File: config.mk
export PLATFORM = sky130hd
export DESIGN_NAME = signon_codec
export DESIGN_NICKNAME = d
export VERILOG_FILES = /design/src/signon_pkg.sv /design/src/choice_if.sv /design/src/signon_codec.sv /design/src/choice_select.sv
export VERILOG_INCLUDE_DIRS = /design/src
export SDC_FILE = /design/constraint.sdc
export NUM_CORES = 1
export LEC_CHECK = 0
export BUFFER_PORTS_ARGS = -buffer_cell sky130_fd_sc_hd__buf_2
export CORE_MARGIN = 2
export CORE_UTILIZATION = 59
export CTS_BUF_LIST = sky130_fd_sc_hd__clkbuf_4
export DETAILED_ROUTE_END_ITERATION = 10
export GPL_TIMING_DRIVEN = 0
export PLACE_DENSITY = 0.88
export SLEW_MARGIN = 20
export SYNTH_ARGS = -nofsm -noshare
export SYNTH_HDL_FRONTEND = slang
export SYNTH_SLANG_ARGS = --single-unit
File: constraint.sdc
create_clock -name core_clk -period 4.2 [get_ports core_clk]
set_input_delay 0.42 -clock core_clk [delete_from_list [all_inputs] [get_ports core_clk]]
set_output_delay 0.42 -clock core_clk [all_outputs]
set_load 0.005 [all_outputs]
File: src/signon_regs.svh
// offsets, field positions, sizes and timing counts for the sign-on codec
// included by signon_codec and choice_select; definitions only
`ifndef SIGNON_REGS_SVH
`define SIGNON_REGS_SVH

// message layout, byte order on the wire
`define MSG_BYTES        8
`define IDX_PKA          3'h0
`define IDX_HASH         3'h1
`define IDX_ENC          3'h2
`define IDX_NONCE        3'h3
`define IDX_CTX0         3'h4
`define IDX_LAST         3'h7

// choice byte bit positions
`define BIT_KEYAGREE     0
`define BIT_KEYED_SHA1   0
`define BIT_AES_CTR      3
`define BIT_AES_CHAIN    2
`define BIT_DES_LONG     1
`define BIT_DES_SHORT    0
`define BIT_NONCE8       0

// context word bit positions
`define CTX_VERSION      31
`define CTX_TYPE         30
`define CTX_ID_HI        29
`define CTX_ID_LO        6
`define CTX_KEY_HI       5
`define CTX_KEY_LO       0
`define MCAST_BITS       23
`define VPI_HI           23
`define VPI_LO           16
`define VCI_HI           15
`define VCI_LO           0

// parameter sizes in bytes
`define SIZE_KEYAGREE    8'h40
`define SIZE_SHA1        8'h14
`define SIZE_AES_CTR     8'h18
`define SIZE_AES_CHAIN   8'h10
`define SIZE_DES         8'h08
`define SIZE_NONCE8      8'h08
`define SIZE_NONE        8'h00

// retry handling
`define MAX_RETRIES      3
`define SIGNON_TMO_MS    700
`define CLK_MHZ          200

`endif

File: src/signon_pkg.sv
// types shared by the sign-on codec modules
// constants themselves live in signon_regs.svh
package signon_pkg;

  typedef enum logic [2:0] {
    ST_IDLE  = 3'b000,
    ST_RECV  = 3'b001,
    ST_SEND  = 3'b010,
    ST_WAIT  = 3'b011,
    ST_DONE  = 3'b100,
    ST_FAIL  = 3'b101
  } codec_state_t;

  typedef struct packed {
    logic [7:0] pka;
    logic [7:0] hash;
    logic [7:0] enc;
    logic [7:0] nonce;
  } choice_set_t;

endpackage : signon_pkg

File: src/choice_if.sv
// carries offered choices to the selector and its answer back
// both ends on core_clk; purely combinational path
`timescale 1ns/1ps
`default_nettype none

interface choice_if;
  signon_pkg::choice_set_t offer;
  logic                    des_long_en;
  signon_pkg::choice_set_t pick;
  logic [7:0]              size_pka;
  logic [7:0]              size_hash;
  logic [7:0]              size_enc;
  logic [7:0]              size_nonce;
  logic                    all_ok;

  modport chooser (
    input  offer,
    input  des_long_en,
    output pick,
    output size_pka,
    output size_hash,
    output size_enc,
    output size_nonce,
    output all_ok
  );
  modport user (
    output offer,
    output des_long_en,
    input  pick,
    input  size_pka,
    input  size_hash,
    input  size_enc,
    input  size_nonce,
    input  all_ok
  );
endinterface : choice_if

`default_nettype wire

File: src/signon_codec.sv
// terminal-side sign-on codec: parses request bytes, emits response bytes
// assumes byte streams from/to a MAC framer on core_clk; one message at a time
//
// Behaviour
// - requests only arrive on the receive side; responses only leave on transmit side.
// - public-key byte bit 0 is 512-bit key agreement, size 64; rest zero.
// - hash byte bit 0 is keyed SHA-1, size 20; rest zero.
// - encryption bit 3 AES counter, bit 2 AES chaining; bits 7..4 zero.
// - bit 1 long DES, bit 0 short DES; sizes 24, 16 and 8.
// - version bit of the context word is sent as zero.
// - context word holds type flag, 24-bit stream id, 6-bit context index.
// - type zero means encapsulated stream; multicast id low 23 bits equal MAC.
// - own unicast encapsulated stream uses zero stream id and zero index.
// - type one means ATM circuit: 8-bit VPI above 16-bit VCI.
// - terminal supports key agreement, keyed SHA-1, short DES, 8-byte nonce.
// - negotiated selections are held while registered.
// - held sizes set later key-exchange field lengths.
// - response sets exactly one bit per field, or zero when unsupported.
// - any negotiation failure requests logoff.
// - resend after timeout; fail after more than three; discard late duplicates.
`timescale 1ns/1ps
`default_nettype none
`include "signon_regs.svh"

module signon_codec #(
  parameter int unsigned TMO_CYCLES  = `SIGNON_TMO_MS * 1000 * `CLK_MHZ,
  parameter int unsigned MAX_RETRIES = `MAX_RETRIES
) (
  // clock and reset
  input  wire logic        core_clk,
  input  wire logic        srst,
  // control
  input  wire logic        registered,
  input  wire logic        des_long_en,
  // request byte stream from the control centre
  input  wire logic        rx_valid,
  input  wire logic [7:0]  rx_data,
  input  wire logic        rx_first,
  // response byte stream to the control centre
  output logic             tx_valid,
  output logic [7:0]       tx_data,
  output logic             tx_first,
  output logic             tx_last,
  input  wire logic        tx_ready,
  // acknowledge from the control centre for our response
  input  wire logic        resp_ack,
  // negotiated result
  output logic             sel_valid_r,
  output logic [7:0]       sel_pka_r,
  output logic [7:0]       sel_hash_r,
  output logic [7:0]       sel_enc_r,
  output logic [7:0]       sel_nonce_r,
  output logic [7:0]       size_pka_r,
  output logic [7:0]       size_hash_r,
  output logic [7:0]       size_enc_r,
  output logic [7:0]       size_nonce_r,
  output logic             stream_type_flag_r,
  output logic [23:0]      stream_identifier_r,
  output logic [5:0]       crypto_context_index_r,
  output logic [7:0]       vpi_r,
  output logic [15:0]      vci_r,
  output logic [22:0]      mcast_low_r,
  output logic             unicast_ok_r,
  // status
  output logic             logoff_req_r,
  output logic             dup_drop_r
);

  signon_pkg::codec_state_t state_r;
  signon_pkg::codec_state_t state_nxt;
  signon_pkg::choice_set_t  offer_r;
  logic [31:0]              ctx_r;
  logic [2:0]               rx_idx_r;
  logic [2:0]               tx_idx_r;
  logic [31:0]              tmo_r;
  logic [2:0]               retry_r;
  logic                     rx_done;
  logic                     tx_done;
  logic                     tmo_hit;
  logic                     dup_seen;
  logic [7:0]               tx_byte;

  choice_if ch ();

  choice_select u_sel (
    .ch (ch)
  );

  assign ch.offer       = offer_r;
  assign ch.des_long_en = des_long_en;

  function automatic logic [7:0] resp_byte(input logic [2:0] idx,
                                           input signon_pkg::choice_set_t p,
                                           input logic [31:0] c);
    logic [31:0] w;
    w = c;
    w[`CTX_VERSION] = 1'b0;
    case (idx)
      `IDX_PKA:   resp_byte = p.pka;
      `IDX_HASH:  resp_byte = p.hash;
      `IDX_ENC:   resp_byte = p.enc;
      `IDX_NONCE: resp_byte = p.nonce;
      3'h4:       resp_byte = w[31:24];
      3'h5:       resp_byte = w[23:16];
      3'h6:       resp_byte = w[15:8];
      default:    resp_byte = w[7:0];
    endcase
  endfunction : resp_byte

  assign rx_done  = rx_valid && (rx_idx_r == `IDX_LAST);
  assign tx_done  = tx_valid && tx_ready && tx_last;
  assign tmo_hit  = (tmo_r == TMO_CYCLES - 1);
  // a new request after we finished is a resent copy
  assign dup_seen = rx_valid && rx_first && (state_r == signon_pkg::ST_DONE);
  assign tx_byte  = resp_byte(tx_idx_r, ch.pick, ctx_r);

  // next state
  always_comb begin
    state_nxt = state_r;
    case (state_r)
      signon_pkg::ST_IDLE: begin
        if (rx_valid && rx_first) begin
          state_nxt = signon_pkg::ST_RECV;
        end
      end
      signon_pkg::ST_RECV: begin
        if (rx_done) begin
          state_nxt = signon_pkg::ST_SEND;
        end
      end
      signon_pkg::ST_SEND: begin
        if (tx_done) begin
          state_nxt = signon_pkg::ST_WAIT;
        end
      end
      signon_pkg::ST_WAIT: begin
        if (resp_ack) begin
          state_nxt = ch.all_ok ? signon_pkg::ST_DONE : signon_pkg::ST_FAIL;
        end else if (tmo_hit) begin
          state_nxt = (retry_r == 3'(MAX_RETRIES)) ? signon_pkg::ST_FAIL
                                                   : signon_pkg::ST_SEND;
        end
      end
      signon_pkg::ST_DONE: begin
        if (!registered) begin
          state_nxt = signon_pkg::ST_IDLE;
        end
      end
      signon_pkg::ST_FAIL: begin
        if (!registered) begin
          state_nxt = signon_pkg::ST_IDLE;
        end
      end
      default: state_nxt = signon_pkg::ST_IDLE;
    endcase
  end

  always_ff @(posedge core_clk) begin
    if (srst) begin
      state_r <= signon_pkg::ST_IDLE;
    end else begin
      state_r <= state_nxt;
    end
  end

  // request capture
  always_ff @(posedge core_clk) begin
    if (srst) begin
      rx_idx_r <= 3'h0;
      offer_r  <= '0;
      ctx_r    <= 32'h0000_0000;
    end else if (rx_valid && ((state_r == signon_pkg::ST_IDLE && rx_first)
                              || state_r == signon_pkg::ST_RECV)) begin
      rx_idx_r <= (rx_idx_r == `IDX_LAST) ? 3'h0 : rx_idx_r + 3'h1;
      case (rx_idx_r)
        `IDX_PKA:   offer_r.pka   <= rx_data;
        `IDX_HASH:  offer_r.hash  <= rx_data;
        `IDX_ENC:   offer_r.enc   <= rx_data;
        `IDX_NONCE: offer_r.nonce <= rx_data;
        default:    ctx_r         <= {ctx_r[23:0], rx_data};
      endcase
    end
  end

  // response emission, resent unchanged on timeout
  always_ff @(posedge core_clk) begin
    if (srst) begin
      tx_valid <= 1'b0;
      tx_data  <= 8'h00;
      tx_first <= 1'b0;
      tx_last  <= 1'b0;
      tx_idx_r <= 3'h0;
    end else if (state_r == signon_pkg::ST_SEND) begin
      if (!tx_valid || tx_ready) begin
        if (tx_valid && tx_last) begin
          tx_valid <= 1'b0;
          tx_first <= 1'b0;
          tx_last  <= 1'b0;
          tx_idx_r <= 3'h0;
        end else begin
          tx_valid <= 1'b1;
          tx_data  <= tx_byte;
          tx_first <= (tx_idx_r == `IDX_PKA);
          tx_last  <= (tx_idx_r == `IDX_LAST);
          tx_idx_r <= tx_idx_r + 3'h1;
        end
      end
    end else begin
      tx_valid <= 1'b0;
      tx_first <= 1'b0;
      tx_last  <= 1'b0;
      tx_idx_r <= 3'h0;
    end
  end

  // timeout and retry counting
  always_ff @(posedge core_clk) begin
    if (srst) begin
      tmo_r   <= 32'h0000_0000;
      retry_r <= 3'h0;
    end else if (state_r == signon_pkg::ST_WAIT) begin
      tmo_r <= tmo_hit ? 32'h0000_0000 : tmo_r + 32'h0000_0001;
      if (tmo_hit) begin
        retry_r <= retry_r + 3'h1;
      end
    end else begin
      tmo_r <= 32'h0000_0000;
      if (state_r == signon_pkg::ST_IDLE) begin
        retry_r <= 3'h0;
      end
    end
  end

  // negotiated selections kept while registered
  always_ff @(posedge core_clk) begin
    if (srst || !registered) begin
      sel_valid_r  <= 1'b0;
      sel_pka_r    <= 8'h00;
      sel_hash_r   <= 8'h00;
      sel_enc_r    <= 8'h00;
      sel_nonce_r  <= 8'h00;
      size_pka_r   <= `SIZE_NONE;
      size_hash_r  <= `SIZE_NONE;
      size_enc_r   <= `SIZE_NONE;
      size_nonce_r <= `SIZE_NONE;
    end else if (state_r == signon_pkg::ST_WAIT && resp_ack && ch.all_ok) begin
      sel_valid_r  <= 1'b1;
      sel_pka_r    <= ch.pick.pka;
      sel_hash_r   <= ch.pick.hash;
      sel_enc_r    <= ch.pick.enc;
      sel_nonce_r  <= ch.pick.nonce;
      size_pka_r   <= ch.size_pka;
      size_hash_r  <= ch.size_hash;
      size_enc_r   <= ch.size_enc;
      size_nonce_r <= ch.size_nonce;
    end
  end

  // stream decode of the context word
  always_ff @(posedge core_clk) begin
    if (srst) begin
      stream_type_flag_r     <= 1'b0;
      stream_identifier_r    <= 24'h00_0000;
      crypto_context_index_r <= 6'h00;
      vpi_r                  <= 8'h00;
      vci_r                  <= 16'h0000;
      mcast_low_r            <= 23'h00_0000;
      unicast_ok_r           <= 1'b0;
    end else if (state_r == signon_pkg::ST_SEND) begin
      stream_type_flag_r     <= ctx_r[`CTX_TYPE];
      stream_identifier_r    <= ctx_r[`CTX_ID_HI:`CTX_ID_LO];
      crypto_context_index_r <= ctx_r[`CTX_KEY_HI:`CTX_KEY_LO];
      vpi_r <= ctx_r[`CTX_ID_LO + `VPI_HI:`CTX_ID_LO + `VPI_LO];
      vci_r <= ctx_r[`CTX_ID_LO + `VCI_HI:`CTX_ID_LO + `VCI_LO];
      mcast_low_r <= ctx_r[`CTX_ID_LO + `MCAST_BITS - 1:`CTX_ID_LO];
      unicast_ok_r <= !ctx_r[`CTX_TYPE]
                      && (ctx_r[`CTX_ID_HI:`CTX_ID_LO] == 24'h00_0000)
                      && (ctx_r[`CTX_KEY_HI:`CTX_KEY_LO] == 6'h00);
    end
  end

  // logoff request and duplicate discard
  always_ff @(posedge core_clk) begin
    if (srst) begin
      logoff_req_r <= 1'b0;
      dup_drop_r   <= 1'b0;
    end else begin
      logoff_req_r <= (state_nxt == signon_pkg::ST_FAIL);
      dup_drop_r   <= dup_seen;
    end
  end

endmodule : signon_codec

`default_nettype wire

File: src/choice_select.sv
// picks one supported choice per class and gives parameter sizes
// pure combinational; offer bytes already captured by the caller
`timescale 1ns/1ps
`default_nettype none
`include "signon_regs.svh"

module choice_select (
  choice_if.chooser ch
);

  // reserved bits of the offer are masked, never checked
  always_comb begin
    ch.pick       = '0;
    ch.size_pka   = `SIZE_NONE;
    ch.size_hash  = `SIZE_NONE;
    ch.size_enc   = `SIZE_NONE;
    ch.size_nonce = `SIZE_NONE;
    if (ch.offer.pka[`BIT_KEYAGREE]) begin
      ch.pick.pka[`BIT_KEYAGREE] = 1'b1;
      ch.size_pka                = `SIZE_KEYAGREE;
    end
    if (ch.offer.hash[`BIT_KEYED_SHA1]) begin
      ch.pick.hash[`BIT_KEYED_SHA1] = 1'b1;
      ch.size_hash                  = `SIZE_SHA1;
    end
    // strongest supported cipher first
    if (ch.offer.enc[`BIT_AES_CTR]) begin
      ch.pick.enc[`BIT_AES_CTR] = 1'b1;
      ch.size_enc               = `SIZE_AES_CTR;
    end else if (ch.offer.enc[`BIT_AES_CHAIN]) begin
      ch.pick.enc[`BIT_AES_CHAIN] = 1'b1;
      ch.size_enc                 = `SIZE_AES_CHAIN;
    end else if (ch.offer.enc[`BIT_DES_LONG] && ch.des_long_en) begin
      ch.pick.enc[`BIT_DES_LONG] = 1'b1;
      ch.size_enc                = `SIZE_DES;
    end else if (ch.offer.enc[`BIT_DES_SHORT]) begin
      ch.pick.enc[`BIT_DES_SHORT] = 1'b1;
      ch.size_enc                 = `SIZE_DES;
    end
    if (ch.offer.nonce[`BIT_NONCE8]) begin
      ch.pick.nonce[`BIT_NONCE8] = 1'b1;
      ch.size_nonce              = `SIZE_NONCE8;
    end
  end

  assign ch.all_ok = (ch.size_pka != `SIZE_NONE) && (ch.size_hash != `SIZE_NONE)
                     && (ch.size_enc != `SIZE_NONE) && (ch.size_nonce != `SIZE_NONE);

endmodule : choice_select

`default_nettype wire

# Word-level counts from Yosys, hierarchy flattened
# Cells that the tools add are included.
[op_classes]
n_addsub = 4
mul = 0
div = 0
n_lt_le_gt_ge = 0
eq_ne = 20
n_shift = 0
muxes = 35
bitwise_logic = 4
n_reduce_logical = 43
[ops]
columns = ["cell", "n"]
rows = [
  ["$pmux 8 s7", 1],
  ["$mux 3", 13],
  ["$add 32x1->32 const B", 1],
  ["$eq 32x28->1 const B", 1],
  ["$reduce_bool 8->1", 4],
  ["$eq 3x3->1 const B", 8],
  ["$logic_not 24->1", 1],
  ["$mux 8", 3],
  ["$eq 3x2->1 const B", 7],
  ["$logic_and 1x1->1", 16],
  ["$pmux 3 s5", 1],
  ["$mux 1", 12],
  ["$reduce_and 2->1", 6],
  ["$add 3x1->3 const B", 3],
  ["$eq 3x1->1 const B", 3],
  ["$logic_not 3->1", 3],
  ["$mux 4", 2],
  ["$mux 7", 1],
  ["$logic_not 6->1", 1],
  ["$mux 5", 1],
  ["$not 1->1", 4],
  ["$reduce_or 2->1", 2],
  ["$reduce_or 4->1", 1],
  ["$logic_not 1->1", 3],
  ["other kinds (6)", 8],
]
[word_totals]
ff_bits = 214
latch_bits = 0
mem_bits_rw = 0
romBits = 0
input_bits = 16
output_inout_bits = 157
wordCells = 138
mem_count = 0

# Longest topological paths before layout
[logic_depth]
depth_word = 11
ltp_mapped = 10
depth_no_buf = 7

# Modules after synthesis
# Synthesis repeated with hierarchy kept, for this count alone.
[unflattened]
cells_unflattened = 1204
area_unflattened_um2 = 9641.7
[by_module_without_submodules]
columns = ["module", "instances", "cells_per_inst", "area_per_inst_um2", "seq_area_each_um2"]
rows = [
  ["signon_codec", 1, 1133, 9138.8, 4344.2],
  ["choice_select", 1, 71, 503.0, 0.0],
]

# Worst setup path before layout
# Ideal clock, no wire load.
[synth_path]
path_type = "reg-to-reg"
from = "reg tmo_r[0]"
to = "reg tmo_r[17]"
setup_ps = 115
arrival_ps = 1670
required_time_ps = 4085
setup_slack_ps = 2416
path_stages_with_launch = 11
path_buffers = 4
synth_period_minus_slack_ps = 1784
path_cell_list = "dfxtp_1 > ha_1 > and2_1 > buf_2 > and3_1 > buf_2 > nand3_2 > nand2_1 > buf_4 > buf_4 > nor2_1"
[synth_via]
elab_chain_cells = 2
word_cells_on_any_way = 3
classes_between = "1 x add/sub; 1 x eq/ne; 1 x reduce/logical"
[synth_lines]
columns = ["element", "line_no", "source"]
rows = [
  ["from (decl)", "signon_codec.sv:75", "logic [31:0] tmo_r;"],
  ["from (signal assigned)", "signon_codec.sv:222", "tmo_r <= tmo_hit ? 32'h0000_0000 : tmo_r + 32'h0000_0001;"],
  ["parallel branches: the longest is 2 deep, another holds $add 32x1->32", "--", ""],
]
# Several ways; the timed one is not identified.
# A chain may end at the register's enable or synchronous reset.

# Final worst setup path
[layout_path]
from = "reg tx_idx_r[0]"
to = "reg tx_data[1]"
[layout_via]
elab_chain_cells = 2
word_cells_on_any_way = 8
classes_between = "6 x eq/ne; 1 x mux; 1 x reduce/logical"
[layout_lines]
columns = ["element", "line_no", "source"]
rows = [
  ["from (decl)", "signon_codec.sv:74", "logic [2:0] tx_idx_r;"],
  ["from (signal assigned)", "signon_codec.sv:205", "tx_idx_r <= tx_idx_r + 3'h1;"],
  ["$eq 3x3->1 (tied with other cells)", "signon_codec.sv:98", "case (idx)"],
  ["$pmux 8 s7 *", "signon_codec.sv:98", ""],
  ["to (signal assigned)", "signon_codec.sv:202", "tx_data <= tx_byte;"],
  ["to (decl)", "signon_codec.sv:41", "output logic [7:0] tx_data,"],
]
# Mark *: on every way between the ends. The rest lies on a longest branch, timed or not.

==> metrics <==
Skew-Pair Late Insertion Delay=0.53 ns; via count=5961; Synth area leader=dfxtp_1; Power Density=294 mW/mm^2; post-DP HPWL=11600 um; pin count of the biggest net entering global routing=17; core area=0.0109 sq mm; die width=110 um; # diodes=0; post-synthesis sequential area ratio=41.2%; ys flop type=dfxtp_1; CP Data Required Time=4.65 ns; hold_buf cts=0; status=finished clean; Netlist cell types=59; routed wire length per instance=13.4 um; clk buf depth=2; Tot GR Track Use=25.8%; dpl cells=1117; Vias/cell=5.19; dpl ws=1.76 ns; setup_tns=0 ns; post_cts resized=0; synth warn=0; Residual DRC=0; final hold vios=0; Post-Syn Instances=806; critical path peak fanout=10; Slew headroom=43.0%; vias in the first global route=5231; clock sink count=137; top-count cell post-synth=nand2_1; Total Wirelength=15400 um; RSZ-0062 raised after global routing=no; initial antenna violation count=0; Worst-path clk slew=0.12 ns; cells along the critical path=inv_1 -> ha_1 -> buf_1 -> a2111oi_4 -> a222oi_1 -> a311oi_1; Routed Antenna Nets=0; Max Fclk=459 MHz; Initial Util=60.9%; worst-margin pin slew=0.853 ns; # Post-CTS Setup Buffers=0; gr ovfl total=0; kind of critical path=reg2reg; Worst Setup End Kind=register; Pleak=3.44 nW; fin area=0.00792 sq mm; Final Cycle Share=51.9%; Placed Area=0.00763 sq mm; first-pass GRT wire length=24300 um; Worst VDD drop=0.227 mV; Die Footprint=0.0122 sq mm; Post-Layout Cell Count=1149; Worst Hold Class=in2reg; most frequent cells after synthesis=nand2_1 (151), dfxtp_1 (137), buf_4 (108); synthesized flop and latch total=137; Clock Skew=0.0197 ns; slowest CP cell=a2111oi_4; max-slew violations=0; H-tree levels=4; std cell rows=38; post-synth top area share=41.2%; critical path startpoint category=register; async set or reset register ratio after synthesis=0%; DRT Pass-1 Iters=5; Root Driver=clkbuf_4; max-cap violations=0; Inserted Clock Buffers=17; CTS tree=yes; area grow syn2layout=18.9%; setup violators final=0; die height=110 um; Worst Slack Setup Final=2.02 ns; Final nets=1027; EDFF count, synth=0; Post-Syn Area=0.00666 sq mm; mean post-synth cell area=8.26 sq um; Worst path max stage delay=0.58 ns; Placer Congestion=0.957; fin crit period=2.18 ns; I/O pins=173; share of cells above drive strength 1=27.7%; number of DRC markers in iteration 0=377; IO Port Bufs=121; CP arrival=2.63 ns; Area contributors post-synth=dfxtp_1 (41%), buf_4 (12%), nand2_1 (8.5%)
==> sequential cells by signal (all words and copies together) (netlist names), 2 cells and up <==
register / cells
rx_idx_r: 3
state_r: 3
tx_idx_r: 3
sel_enc_r: 4
tx_data: 8
retry_r: 3
ch.offer: 7
ctx_r: 31
size_enc_r: 2
crypto_context_index_r: 6
stream_identifier_r: 24
tmo_r: 32
==> per-layer routing <==
layer	up-vias	global-route usage, %	share of wire, %
li1	2967	-	-
met1	2682	32.4	42
met2	280	41.2	47
met3	32	8.58	9.8
met4	0	9.82	1.8
met5	-	0	0
==> stage by stage <==
stage	power [W]	hold slack (ns)	utilization (%)
after global routing	0.00243	0.0615	72.4
final	0.00233	0.110	72.4
after detailed placement	0.00147	0.446	69.8
after global placement	0.00147	0.443	69.8
after CTS	0.00235	0.0496	72.4
after floorplan	0.00144	0.426	-
==> worst paths after layout <==
check / from / endpoint / slack, ns / cells after the start
setup / recovery: tx_idx_r[0] / tx_data[1] / 2.02 / 6
hold / removal: rx_data[6] / ctx_r[6] / 0.11 / 3
setup reg to reg: tx_idx_r[0] / tx_data[1] / 2.02 / 6
hold reg to reg: crypto_context_index_r[5] / crypto_context_index_r[5] / 0.46 / 2
==> layout make-up <==
| class | instances | area, sq um |
|---|---|---|
| buffer | 146 | 990 |
| clock inverter | 14 | 155 |
| sequential | 137 | 2740 |
| multi-input combinational | 562 | 3080 |
| tap | 140 | 175 |
| fill | 893 | 3020 |
| timing repair buffer | 121 | 606 |
| clock buffer | 18 | 135 |
| inverter | 11 | 41.3 |
==> power by group <==
part           internal [W]  switching (W)
logic             0.0000603      0.0000731
clock network      0.000411       0.000471
registers           0.00131     0.00000976
==> cell families after synthesis <==
group | after synthesis | share of synthesized area, %
and+or+nand+nor | 340 | 23.8
buffers and inverters | 157 | 15.5
DFF | 137 | 41.2
AOI/OAI and AO/OA | 115 | 11.0
xor gates and xnor gates | 29 | 3.81
adders and majority gates | 15 | 2.82
muxes | 12 | 1.82
other | 1 | 0.0563
==> cell usage in the layout, fill, tap and decap left out, types with 4 or more instances in the layout <==
cell type	n
nor2_1	75
ha_1	15
and4_1	5
clkinv_1	4
o21ai_0	4
a221oi_1	4
xnor2_1	19
dfxtp_1	137
nand3_1	18
mux2i_1	11
buf_2	131
a22oi_1	5
clkbuf_1	22
nand2_1	151
buf_4	108
clkbuf_4	18
a21oi_1	68
o31ai_1	4
nor4_1	15
and3_1	12
xor2_1	10
nand4_1	14
nor3_1	17
nand2b_1	7
conb_1	51
inv_1	11
a211oi_1	7
==> critical path: cells and delay by family (launching register included) <==
kind            cells  cell delay [ns]
flops               1             0.41
buf+inv             2             0.36
compound gates      3             1.13
fa+ha+maj           1             0.20
Note: power is estimated with default switching activity, not from simulation.
